--- src/rtl/scd_pkg.sv ---
package scd_pkg;
  localparam int SCD_ROW_W = 12;
  localparam int SCD_BANKS = 4;
  localparam int SCD_BANK_W = 2;
  localparam int SCD_FLAG_BIT = 10;
  localparam int SCD_COL_TOP_X4 = 9;
  localparam int SCD_COL_TOP_X8 = 8;
  localparam int SCD_READ_MASK_LAT = 2;
  localparam int SCD_CLK_MHZ = 250;

  typedef enum logic [3:0] {
    SCD_CMD_NONE,
    SCD_CMD_ROW_OPEN,
    SCD_CMD_READ,
    SCD_CMD_WRITE,
    SCD_CMD_CLOSE,
    SCD_CMD_CLOSE_ALL,
    SCD_CMD_MODE_SET,
    SCD_CMD_IDLE,
    SCD_CMD_DESELECT,
    SCD_CMD_AUTO_REFRESH,
    SCD_CMD_SELF_REFRESH_ENTRY,
    SCD_CMD_SELF_REFRESH_EXIT,
    SCD_CMD_POWERDOWN_ENTRY,
    SCD_CMD_POWERDOWN_EXIT,
    SCD_CMD_SUSPEND
  } scd_cmd_e;

  typedef enum logic [1:0] {
    SCD_ST_NORMAL,
    SCD_ST_SELF_REFRESH,
    SCD_ST_POWERDOWN,
    SCD_ST_SUSPEND
  } scd_state_e;

  typedef struct packed {
    logic chipSelectN;
    logic rowStrobeN;
    logic colStrobeN;
    logic writeSelectN;
    logic dataMask;
    logic clockGate;
    logic [SCD_BANK_W-1:0] bankSelect;
    logic [SCD_ROW_W-1:0] addressInputs;
  } scd_pins_s;

  typedef struct packed {
    logic [SCD_BANK_W-1:0] bank;
    logic [SCD_ROW_W-1:0] colAddr;
    logic autoClose;
  } scd_access_s;
endpackage

--- src/rtl/scd_delay_line.sv ---
`timescale 1ns/1ps
module scd_delay_line #(
  parameter int DEPTH = 2
) (
  input wire logic clk,
  input wire logic rstn,
  input wire logic din,
  output logic dout
);
  logic [DEPTH-1:0] stage;

  always_ff @(posedge clk or negedge rstn) begin
    if (!rstn) begin
      stage <= '0;
    end else begin
      stage <= {stage[DEPTH-2:0], din};
    end
  end

  assign dout = stage[DEPTH-1];
endmodule // scd_delay_line

--- src/rtl/scd_command_decoder.sv ---
`timescale 1ns/1ps
// How it works
// - commands decoded only from pin levels sampled at rising clock edge
// - row-open to idle bank latches all twelve address bits as row
// - column uses address bits to 9 (x4) or 8 (x8)
// - high flag on read/write requests auto-close of selected bank
// - close with flag high closes all banks, else only selected bank
// - bank select picks bank for row-open, read, write, single close
// - read: select low, row strobe high, column strobe low, write select high
// - write: select low, row strobe high, column strobe low, write select low
// - mode set with all banks idle stores address and bank select
// - deselect and idle command are legal anywhere and do nothing
// - refresh code: auto refresh if gate high, self refresh if low
// - self refresh left on gate rising with deselect or idle code
// - power down entered on gate falling with deselect or idle code
// - power down left on gate rising with deselect or idle code
// - read mask disables output drive two cycles after sampling
// - write mask blocks data in same cycle
// - one mask governs all data lines
// - chip select high ignores new commands, bursts keep running
// - commands need gate high previous cycle; gate taken both cycles
// - power-down entry during burst enters clock suspend instead
// - low gate stops internal clock one edge later, whatever the command or state
module scd_command_decoder
  import scd_pkg::*;
#(
  parameter int DATA_W = 4,
  parameter int BURST_LEN = 4
) (
  // clock and reset
  input wire logic clk,
  input wire logic rstn,
  // command pins
  input wire scd_pins_s pins,
  // write data from pins, and read data from array
  input wire logic [DATA_W-1:0] dataIn,
  input wire logic [DATA_W-1:0] arrayReadData,
  // decoded results
  output scd_cmd_e command,
  output scd_state_e devState,
  output logic [SCD_BANKS-1:0] bankOpen,
  output logic [SCD_BANKS*SCD_ROW_W-1:0] rowAddr,
  output scd_access_s access,
  output logic accessValid,
  output logic [SCD_ROW_W+SCD_BANK_W-1:0] modeParams,
  output logic burstActive,
  output logic burstIsWrite,
  output logic internalClockOn,
  // data path
  output logic writeStrobe,
  output logic [DATA_W-1:0] writeData,
  output logic [DATA_W-1:0] dataOut,
  output logic dataOutEn
);
  localparam int BCNT_W = $clog2(BURST_LEN + 1);
  localparam logic [BCNT_W-1:0] BURST_LOAD = BCNT_W'(BURST_LEN);

  logic gatePrev;
  logic [BCNT_W-1:0] burstCount;
  logic [SCD_BANK_W-1:0] burstBank;
  logic burstAutoClose;
  logic maskDelayed;
  logic csLow, rasLow, casLow, weLow, gateNow, flag;
  logic idleCode, allIdle, selOpen;
  scd_cmd_e next_command;
  logic [SCD_BANK_W-1:0] sel;
  logic [SCD_ROW_W-1:0] colMask;

  assign csLow = !pins.chipSelectN;
  assign rasLow = !pins.rowStrobeN;
  assign casLow = !pins.colStrobeN;
  assign weLow = !pins.writeSelectN;
  assign gateNow = pins.clockGate;
  assign flag = pins.addressInputs[SCD_FLAG_BIT];
  assign sel = pins.bankSelect;
  assign allIdle = (bankOpen == '0);
  assign selOpen = bankOpen[sel];
  // deselect, or idle command with strobes high regardless of write select
  assign idleCode = !csLow || (!rasLow && !casLow);
  // x8 part drops column bit 9
  assign colMask = (DATA_W == 8) ? SCD_ROW_W'((1 << (SCD_COL_TOP_X8 + 1)) - 1)
                                 : SCD_ROW_W'((1 << (SCD_COL_TOP_X4 + 1)) - 1);

  ////////////////////////////////////////////////////////////////
  // command decode from sampled levels
  always_comb begin
    next_command = SCD_CMD_NONE;
    case (devState)
      SCD_ST_SELF_REFRESH: begin
        if (!gatePrev && gateNow && idleCode) begin
          next_command = SCD_CMD_SELF_REFRESH_EXIT;
        end
      end
      SCD_ST_POWERDOWN: begin
        if (!gatePrev && gateNow && idleCode) begin
          next_command = SCD_CMD_POWERDOWN_EXIT;
        end
      end
      SCD_ST_SUSPEND: begin
        if (gateNow) begin
          next_command = SCD_CMD_IDLE;
        end else begin
          next_command = SCD_CMD_SUSPEND;
        end
      end
      default: begin
        if (!gatePrev) begin
          next_command = SCD_CMD_NONE;
        end else if (!gateNow && idleCode) begin
          // burst in flight turns power-down entry into suspend
          next_command = burstActive ? SCD_CMD_SUSPEND
                                     : SCD_CMD_POWERDOWN_ENTRY;
        end else if (!csLow) begin
          next_command = SCD_CMD_DESELECT;
        end else begin
          case ({rasLow, casLow, weLow})
            3'b000: next_command = SCD_CMD_IDLE;
            3'b100: next_command = selOpen ? SCD_CMD_NONE : SCD_CMD_ROW_OPEN;
            3'b010: next_command = selOpen ? SCD_CMD_READ : SCD_CMD_NONE;
            3'b011: next_command = selOpen ? SCD_CMD_WRITE : SCD_CMD_NONE;
            3'b101: next_command = flag ? SCD_CMD_CLOSE_ALL : SCD_CMD_CLOSE;
            3'b111: next_command = allIdle ? SCD_CMD_MODE_SET : SCD_CMD_NONE;
            3'b110: begin
              if (!allIdle) begin
                next_command = SCD_CMD_NONE;
              end else if (gateNow) begin
                next_command = SCD_CMD_AUTO_REFRESH;
              end else begin
                next_command = SCD_CMD_SELF_REFRESH_ENTRY;
              end
            end
            default: next_command = SCD_CMD_NONE;
          endcase
        end
      end
    endcase
  end

  always_ff @(posedge clk or negedge rstn) begin
    if (!rstn) begin
      command <= SCD_CMD_NONE;
      gatePrev <= 1'b1;
    end else begin
      command <= next_command;
      gatePrev <= gateNow;
    end
  end

  ////////////////////////////////////////////////////////////////
  // low-power state
  always_ff @(posedge clk or negedge rstn) begin
    if (!rstn) begin
      devState <= SCD_ST_NORMAL;
      internalClockOn <= 1'b1;
    end else begin
      case (next_command)
        SCD_CMD_SELF_REFRESH_ENTRY: devState <= SCD_ST_SELF_REFRESH;
        SCD_CMD_POWERDOWN_ENTRY: devState <= SCD_ST_POWERDOWN;
        SCD_CMD_SUSPEND: devState <= SCD_ST_SUSPEND;
        SCD_CMD_SELF_REFRESH_EXIT, SCD_CMD_POWERDOWN_EXIT, SCD_CMD_IDLE: begin
          if (devState != SCD_ST_NORMAL) begin
            devState <= SCD_ST_NORMAL;
          end
        end
        default: devState <= devState;
      endcase
      internalClockOn <= gateNow;
    end
  end

  ////////////////////////////////////////////////////////////////
  // bank rows, mode parameters
  always_ff @(posedge clk or negedge rstn) begin
    if (!rstn) begin
      bankOpen <= '0;
      rowAddr <= '0;
      modeParams <= '0;
    end else begin
      case (next_command)
        SCD_CMD_ROW_OPEN: begin
          bankOpen[sel] <= 1'b1;
          rowAddr[sel*SCD_ROW_W +: SCD_ROW_W] <= pins.addressInputs;
        end
        SCD_CMD_CLOSE: bankOpen[sel] <= 1'b0;
        SCD_CMD_CLOSE_ALL: bankOpen <= '0;
        SCD_CMD_MODE_SET: modeParams <= {pins.bankSelect, pins.addressInputs};
        default: begin
          // auto-close at burst end, running even under deselect
          if (burstActive && burstCount == BCNT_W'(1) && burstAutoClose
              && devState != SCD_ST_SUSPEND) begin
            bankOpen[burstBank] <= 1'b0;
          end
        end
      endcase
    end
  end

  ////////////////////////////////////////////////////////////////
  // column access and burst tracking
  always_ff @(posedge clk or negedge rstn) begin
    if (!rstn) begin
      access <= '0;
      accessValid <= 1'b0;
      burstActive <= 1'b0;
      burstIsWrite <= 1'b0;
      burstCount <= '0;
      burstBank <= '0;
      burstAutoClose <= 1'b0;
    end else begin
      accessValid <= 1'b0;
      if (next_command == SCD_CMD_READ || next_command == SCD_CMD_WRITE) begin
        accessValid <= 1'b1;
        access.bank <= sel;
        access.colAddr <= pins.addressInputs & colMask;
        access.autoClose <= flag;
        burstActive <= 1'b1;
        burstIsWrite <= (next_command == SCD_CMD_WRITE);
        burstCount <= BURST_LOAD;
        burstBank <= sel;
        burstAutoClose <= flag;
      end else if (burstActive && devState != SCD_ST_SUSPEND) begin
        // a new burst interrupts; otherwise count down regardless of chip select
        burstCount <= burstCount - BCNT_W'(1);
        if (burstCount == BCNT_W'(1)) begin
          burstActive <= 1'b0;
        end
      end
    end
  end

  ////////////////////////////////////////////////////////////////
  // data mask: zero latency on writes, two cycles on reads
  scd_delay_line #(
    .DEPTH(SCD_READ_MASK_LAT)
  ) uMaskDelay (
    .clk(clk),
    .rstn(rstn),
    .din(pins.dataMask),
    .dout(maskDelayed)
  );

  always_ff @(posedge clk or negedge rstn) begin
    if (!rstn) begin
      writeStrobe <= 1'b0;
      writeData <= '0;
      dataOut <= '0;
      dataOutEn <= 1'b0;
    end else begin
      // single mask gates every data line together
      // first beat rides on the command edge, before burstIsWrite is updated;
      // last count is one past the burst length, and a frozen clock writes nothing
      writeStrobe <= (next_command == SCD_CMD_WRITE
                      || (burstActive && burstIsWrite && burstCount != BCNT_W'(1)
                          && next_command != SCD_CMD_READ
                          && next_command != SCD_CMD_SUSPEND
                          && devState != SCD_ST_SUSPEND))
                     && !pins.dataMask;
      writeData <= dataIn;
      dataOut <= arrayReadData;
      dataOutEn <= burstActive && !burstIsWrite && !maskDelayed;
    end
  end
endmodule // scd_command_decoder

--- config.mk ---
export PLATFORM = sky130hd
export DESIGN_NAME = scd_command_decoder
export DESIGN_NICKNAME = d
export VERILOG_FILES = /design/src/rtl/scd_pkg.sv /design/src/rtl/scd_delay_line.sv /design/src/rtl/scd_command_decoder.sv
export SDC_FILE = /design/constraint.sdc
export NUM_CORES = 1
export LEC_CHECK = 0
export ABC_AREA = 1
export BUFFER_PORTS_ARGS = -buffer_cell sky130_fd_sc_hd__buf_4
export CAP_MARGIN = 10
export CELL_PAD_IN_SITES_DETAIL_PLACEMENT = 1
export CELL_PAD_IN_SITES_GLOBAL_PLACEMENT = 2
export CORE_ASPECT_RATIO = 1.75
export CORE_UTILIZATION = 33
export DETAILED_ROUTE_END_ITERATION = 12
export PLACE_DENSITY = 0.95
export SLEW_MARGIN = 0
export SYNTH_ARGS = -nofsm -noshare
export SYNTH_HDL_FRONTEND = slang
export SYNTH_HIERARCHICAL = 1
export SYNTH_SLANG_ARGS = --single-unit
--- constraint.sdc ---
create_clock -name clk -period 3.4 [get_ports clk]
set_clock_uncertainty 0.15 [all_clocks]
set_input_delay 0.34 -clock clk [delete_from_list [all_inputs] [get_ports clk]]
set_output_delay 0.34 -clock clk [all_outputs]
set_load 0.1 [all_outputs]
Word-level counts from Yosys, hierarchy flattened

Index checks and enable logic that the tools add are counted.

Input bits: 30
Output and inout port bits: 101
Logic and storage cells: 133
Flip-flop bits (word level): 104

Multiplexer cells: 33
Multiply operators: 1
Shift-type cells: 2
Order comparisons: 4
Bitwise operators: 6
Reductions and logical operators: 40
Add/subtract/negate cells: 2
Equal/unequal tests: 27

Operators with widths:

| operator                                                                 | number |
|---|---|
| 48-bit bitwise mux                                                       | 1 |
| 12-bit by 34-bit variable shift with 48-bit output, first input constant | 1 |
| 12-bit by 34-bit indexed part select with 48-bit output                  | 1 |
| 6-bit negation with 34-bit output                                        | 1 |
| 4-bit two-way mux                                                        | 8 |
| 4-bit one-hot mux with 7 select lines                                    | 1 |
| 4-bit == test, second input constant                                     | 5 |
| 1-bit logical AND                                                        | 18 |
| 4-bit by 3-bit == test with 1-bit output, second input constant          | 4 |
| 4-bit one-hot mux with 4 select lines                                    | 1 |
| 3-bit == test, second input constant                                     | 4 |
| 4-bit one-hot mux with 3 select lines                                    | 1 |
| 2-bit two-way mux                                                        | 5 |
| 1-bit two-way mux                                                        | 9 |
| 3-bit two-way mux                                                        | 3 |
| 4-bit bitwise AND                                                        | 2 |
| 4-bit by 2-bit == test with 1-bit output, second input constant          | 2 |
| 1-bit zero test                                                          | 8 |
| 4-bit NOT                                                                | 2 |
| 2-bit one-hot mux with 4 select lines                                    | 1 |
| 4-bit nonzero test                                                       | 2 |
| 3-bit by 2-bit == test with 1-bit output, second input constant          | 2 |
| 2-bit by 3-bit < comparator with 1-bit output, second input constant     | 2 |
| 2-bit AND reduction                                                      | 3 |
| 20 further kinds                                                         | 28 |

Depth between registers and ports, before layout

Depth after elaboration: 14
Mapped depth: 18
Mapped depth without buffers: 17

Modules after synthesis

Netlist, hierarchy kept.

Modules (own cells, without submodules):

| module              | area each (µm²) | sequential area each (µm²) | instances | cells an instance |
|---|---|---|---|---|
| scd_command_decoder | 5042.3          | 2553.7                     | 1         | 608 |
| scd_delay_line      | 50.0            | 50.0                       | 1         | 2 |

Worst setup path before layout

OpenSTA, ideal clock, no wires.

Path kind: register to register
Start point: register devState[1]
End point: register rowAddr[32]
Stages on the path, launching flop included: 13
Required time: 3121 ps
Path buffers: 1
Path slack: 694 ps
Period minus slack after synthesis: 2706 ps
Setup time: 129 ps
Data arrival time: 2427 ps
Path through: dfrtp_1 > nand2_1 > a21oi_1 > o21ai_0 > nand2_2 > inv_2 > nor2_4 > nand2_2 > inv_4 > nand2_2 > buf_4 > nand2_1 > o21ai_0

Cells in the longest elaborated chain, start to end: 3
Elaborated cells on any way between the ends: 5
Those cells by class: 4 x eq/ne; 1 x mux

Ends and longest elaborated chain:

| what                                                                             | RTL line                   | text |
|---|---|---|
| start: declaration                                                               | scd_command_decoder.sv:40  | `output scd_state_e devState,` |
| start signal: assignment                                                         | scd_command_decoder.sv:165 | `default: devState <= devState;` |
| 2-bit == test / 2-bit by 1-bit == test with 1-bit output (equally long branches) | scd_command_decoder.sv:88  | `case (devState)` |
| 4-bit one-hot mux with 3 select lines *                                          | scd_command_decoder.sv:88  |  |
| via next_command[0]                                                              | scd_command_decoder.sv:65  | `scd_cmd_e next_command;` |
| 4-bit by 1-bit == test with 1-bit output *                                       | scd_command_decoder.sv:179 | `case (next_command)` |
| end signal: indexed assignment                                                   | scd_command_decoder.sv:182 | `rowAddr[sel*SCD_ROW_W +: SCD_ROW_W] <= pins.addressInputs;` |
| end: declaration                                                                 | scd_command_decoder.sv:42  | `output logic [SCD_BANKS*SCD_ROW_W-1:0] rowAddr,` |

Mark *: on every way through the listed nets, which the timed path passes. The rest lies on a longest branch.
A chain may end at the register's enable or synchronous reset.

Worst setup path in the final report

Start point: input port pins[14] (netlist bit)
End point: register rowAddr[3]

Cells in the longest elaborated chain, start to end: 8
Elaborated cells on any way between the ends: 15
Those cells by class: 1 x eq/ne; 10 x mux; 4 x reduce/logical

Ends and longest elaborated chain:

| what                                       | RTL line                   | text |
|---|---|---|
| start: declaration                         | scd_command_decoder.sv:34  | `input wire scd_pins_s pins,` |
| 2-bit two-way mux                          | scd_command_decoder.sv:126 | `end else if (gateNow) begin` |
| 4-bit two-way mux                          | scd_command_decoder.sv:124 | `if (!allIdle) begin` |
| 4-bit one-hot mux with 7 select lines      | scd_command_decoder.sv:116 | `case ({rasLow, casLow, weLow})` |
| 4-bit two-way mux                          | scd_command_decoder.sv:113 | `end else if (!csLow) begin` |
| 4-bit two-way mux                          | scd_command_decoder.sv:109 | `end else if (!gateNow && idleCode) begin` |
| 4-bit two-way mux                          | scd_command_decoder.sv:107 | `if (!gatePrev) begin` |
| 4-bit one-hot mux with 3 select lines *    | scd_command_decoder.sv:88  |  |
| via next_command[0]                        | scd_command_decoder.sv:65  |  |
| 4-bit by 1-bit == test with 1-bit output * | scd_command_decoder.sv:179 |  |

Marks and branches as above.

==> results.sh <==
export IMPL_yosysWarnings=6
export IMPL_vias_per_cell=4.98
export IMPL_cts_buffers=9
export IMPL_grt_max_degree=56
export IMPL_period_minus_slack_ps=2890
export IMPL_arrival_ps=2960
export IMPL_crit_type="input pin to flop"
export IMPL_clkTransAtPathRegs_ps=90
export IMPL_vias=4648
export IMPL_post_synth_inst_count=610
export IMPL_maxCapViolations=0
export IMPL_grt_antenna_before_repair=0
export IMPL_grt_pass1_wl_um=26900
export IMPL_synth_top_area_share_pct=50.6
export IMPL_grtUsageTotal_pct=22.5
export IMPL_max_clock_path_buffers=2
export IMPL_layout_drive_gt1_share_pct=23.9
export IMPL_syn2layout_area_growth_pct=30.2
export IMPL_io_buffers=128
export IMPL_synthMostInstantiatedCell="nand2_1"
export IMPL_cp_start_kind="input pin"
export IMPL_synth_area_mm2=0.00509
export IMPL_wl_um=17000
export IMPL_synth_flop_cell="dfrtp_1"
export IMPL_drc_errors=0
export IMPL_synth_cell_types=39
export IMPL_die_w_um=95.9
export IMPL_rows=59
export IMPL_regToRegSetupSlack_ps=620
export IMPL_ant_nets=0
export IMPL_first_global_vias=4992
export IMPL_synth_edf_count=0
export IMPL_drtPass1Iterations=4
export IMPL_drtIter0Drc=195
export IMPL_max_freq_mhz=346
export IMPL_crit_chain="dlygate4sd3_1, buf_4, inv_1, nor2_1, nand2_1, a21oi_1, o21ai_0, nand2_2, inv_2, nor2_4, nand2_2, inv_4, nand2_1, nand2_1, o21ai_1"
export IMPL_drv_slew=0
export IMPL_timing_setup_tns_ps=0
export IMPL_coreArea_mm2=0.0150
export IMPL_crit_buf_inv=5
export IMPL_synth_area_leader_cell="dfrtp_1"
export IMPL_report_final_hold_viol_count=0
export IMPL_setup_violations=0
export IMPL_path_common_cell="nand2_1"
export IMPL_outcome="finished clean"
export IMPL_clk_latency_ps=350
export IMPL_dp_hpwl_um=13300
export IMPL_async_flop_share_pct=100
export IMPL_die_y_um=166
export IMPL_pre_cts_ws_ps=546
export IMPL_initial_core_util_pct=34.0
export IMPL_cts_sinks=104
export IMPL_n_antenna_cell=0
export IMPL_cts_resized=0
export IMPL_gr_total_overflow=0
export IMPL_fin_util_pct=44.2
export IMPL_synthTopCellsByCount="nand2_1, dfrtp_1, o21ai_0, inv_1, nor2_1"
export IMPL_synthTopCellsByArea="dfrtp_1, nand2_1, o21ai_0"
export IMPL_cp_top_family="simple AND/OR/NAND/NOR gates"
export IMPL_gp_congestion=0.873
export IMPL_slowest_delay_ps=530
export IMPL_dieArea_mm2=0.0160
export IMPL_layout_nets=785
export IMPL_ios=131
export IMPL_htree_levels=3
export IMPL_cp_max_fo=20
export IMPL_wl_per_cell_um=18.2
export IMPL_synth_avg_cell_area_um2=8.35
export IMPL_required_ps=3470
export IMPL_yosysSeqAreaShare_pct=51.1
export IMPL_instances_no_fill=933
export IMPL_cpMaxStageDelayCell="dlygate4sd3_1"
export IMPL_slew_limit_headroom_pct=53.2
export IMPL_clock_root_buffer="clkbuf_16"
export IMPL_cts_tree="done"
export IMPL_fin_ws_ps=511
export IMPL_synth_seq_cells=104
export IMPL_fin_crit_sh_pct=85.0
export IMPL_dp_cells=906
export IMPL_worstMarginPinSlew_ps=702
export IMPL_endpoint_kind="flop"
export IMPL_min_path_type="input pin to flop"
export IMPL_rsz0062_at_grt="no"
[path summary, 6_finish.rpt]
| check | start | end | cells past startpoint |
|---|---|---|---|
| min in group asynchronous | rstn | dataOutEn | 2 |
| worst max-delay path | pins[14] | rowAddr[3] | 15 |
| worst min register to register | uMaskDelay/stage[0] | uMaskDelay/stage[1] | 0 |
| max in group asynchronous | rstn | rowAddr[44] | 3 |
| worst max register to register | bankOpen[2] | rowAddr[3] | 14 |
| worst min-delay path | pins[0] | rowAddr[0] | 3 |
[what timing repair did]
action / 4_1_cts / 5_1_grt
setup endpoints to repair: 0 / 0
endpoints found under the hold margin: 59 / 0
hold buffers: 11 / 0
setup buffers: 0 / 0
[registers in the layout, summed over array words and instances (netlist names), 2 cells and up]
name              count
burstCount            3
writeData             4
devState              2
rowAddr              48
modeParams           14
burstBank             2
dataOut               4
command               4
access               10
uMaskDelay/stage      2
bankOpen              4
[cells in the final DEF (no fill, tap or decap), types with 2 or more instances in the layout]
cell type / count
nand2_1: 164
buf_4: 135
dfrtp_1: 103
o21ai_0: 67
inv_1: 65
nor2_1: 45
o21ai_1: 37
nand3_1: 28
dlygate4sd3_1: 11
o22ai_1: 10
ha_1: 10
clkbuf_16: 9
o32ai_1: 8
nand2_2: 6
nor3_1: 4
inv_2: 3
nand2_4: 3
nand4_1: 3
a21oi_1: 3
nor2_4: 3
or2_2: 3
nand3_2: 2
a211oi_1: 2
o2111ai_1: 2
xor2_1: 2
conb_1: 2
clkinv_8: 2
inv_6: 2
[through the flow]
| stage | hold slack [ps] | instance area, µm² |
|---|---|---|
| 2_1_floorplan | -106 | 5100 |
| 3_3_place_gp | 184 | 6190 |
| 3_5_place_dp | 200 | 6190 |
| 4_1_cts | 112 | 6630 |
| 5_1_grt | 123 | 6630 |
| 6_report | 119 | 6630 |
[worst register-to-register path, stage by stage (launching register included)]
cell and delay, ps:
dfrtp_1 490, nor2_1 130, nand2_1 90, nor2_1 180
nand2_1 70, nand2_1 90, o21bai_2 80, nand2_2 150
inv_2 90, nor2_4 120, nand2_2 190, inv_4 160
nand2_1 390, nand2_1 190, o21ai_1 90
[kinds of logic after synthesis]
family	count (synthesis)	share of synthesized area (%)
AOI/OAI and AO/OA	133	14.6
xor gates and xnor gates	3	0.516
adders and majority gates	10	2.46
buffers and inverters	94	8.45
DFF	104	51.1
other	1	0.0736
and+or+nand+nor	265	22.8
[layout make-up]
type / count / area (µm²)
inverter: 70 / 265
fill: 1822 / 8360
timing repair buffer: 147 / 1140
clock inverter: 7 / 100
multi-input combinational: 413 / 2060
tap: 183 / 229
clock buffer: 9 / 225
sequential: 104 / 2600
[routing by layer]
layer	share of wire, %	global-route usage [%]	up-vias
li1	-	-	2233
met1	35	22.6	2302
met2	59	43.8	80
met3	2.2	2.70	33
met4	4.0	10.2	0
met5	0	0	-
Power is not shown: default switching activity piles up to over one toggle a cycle in this logic, so the estimate is an artifact.
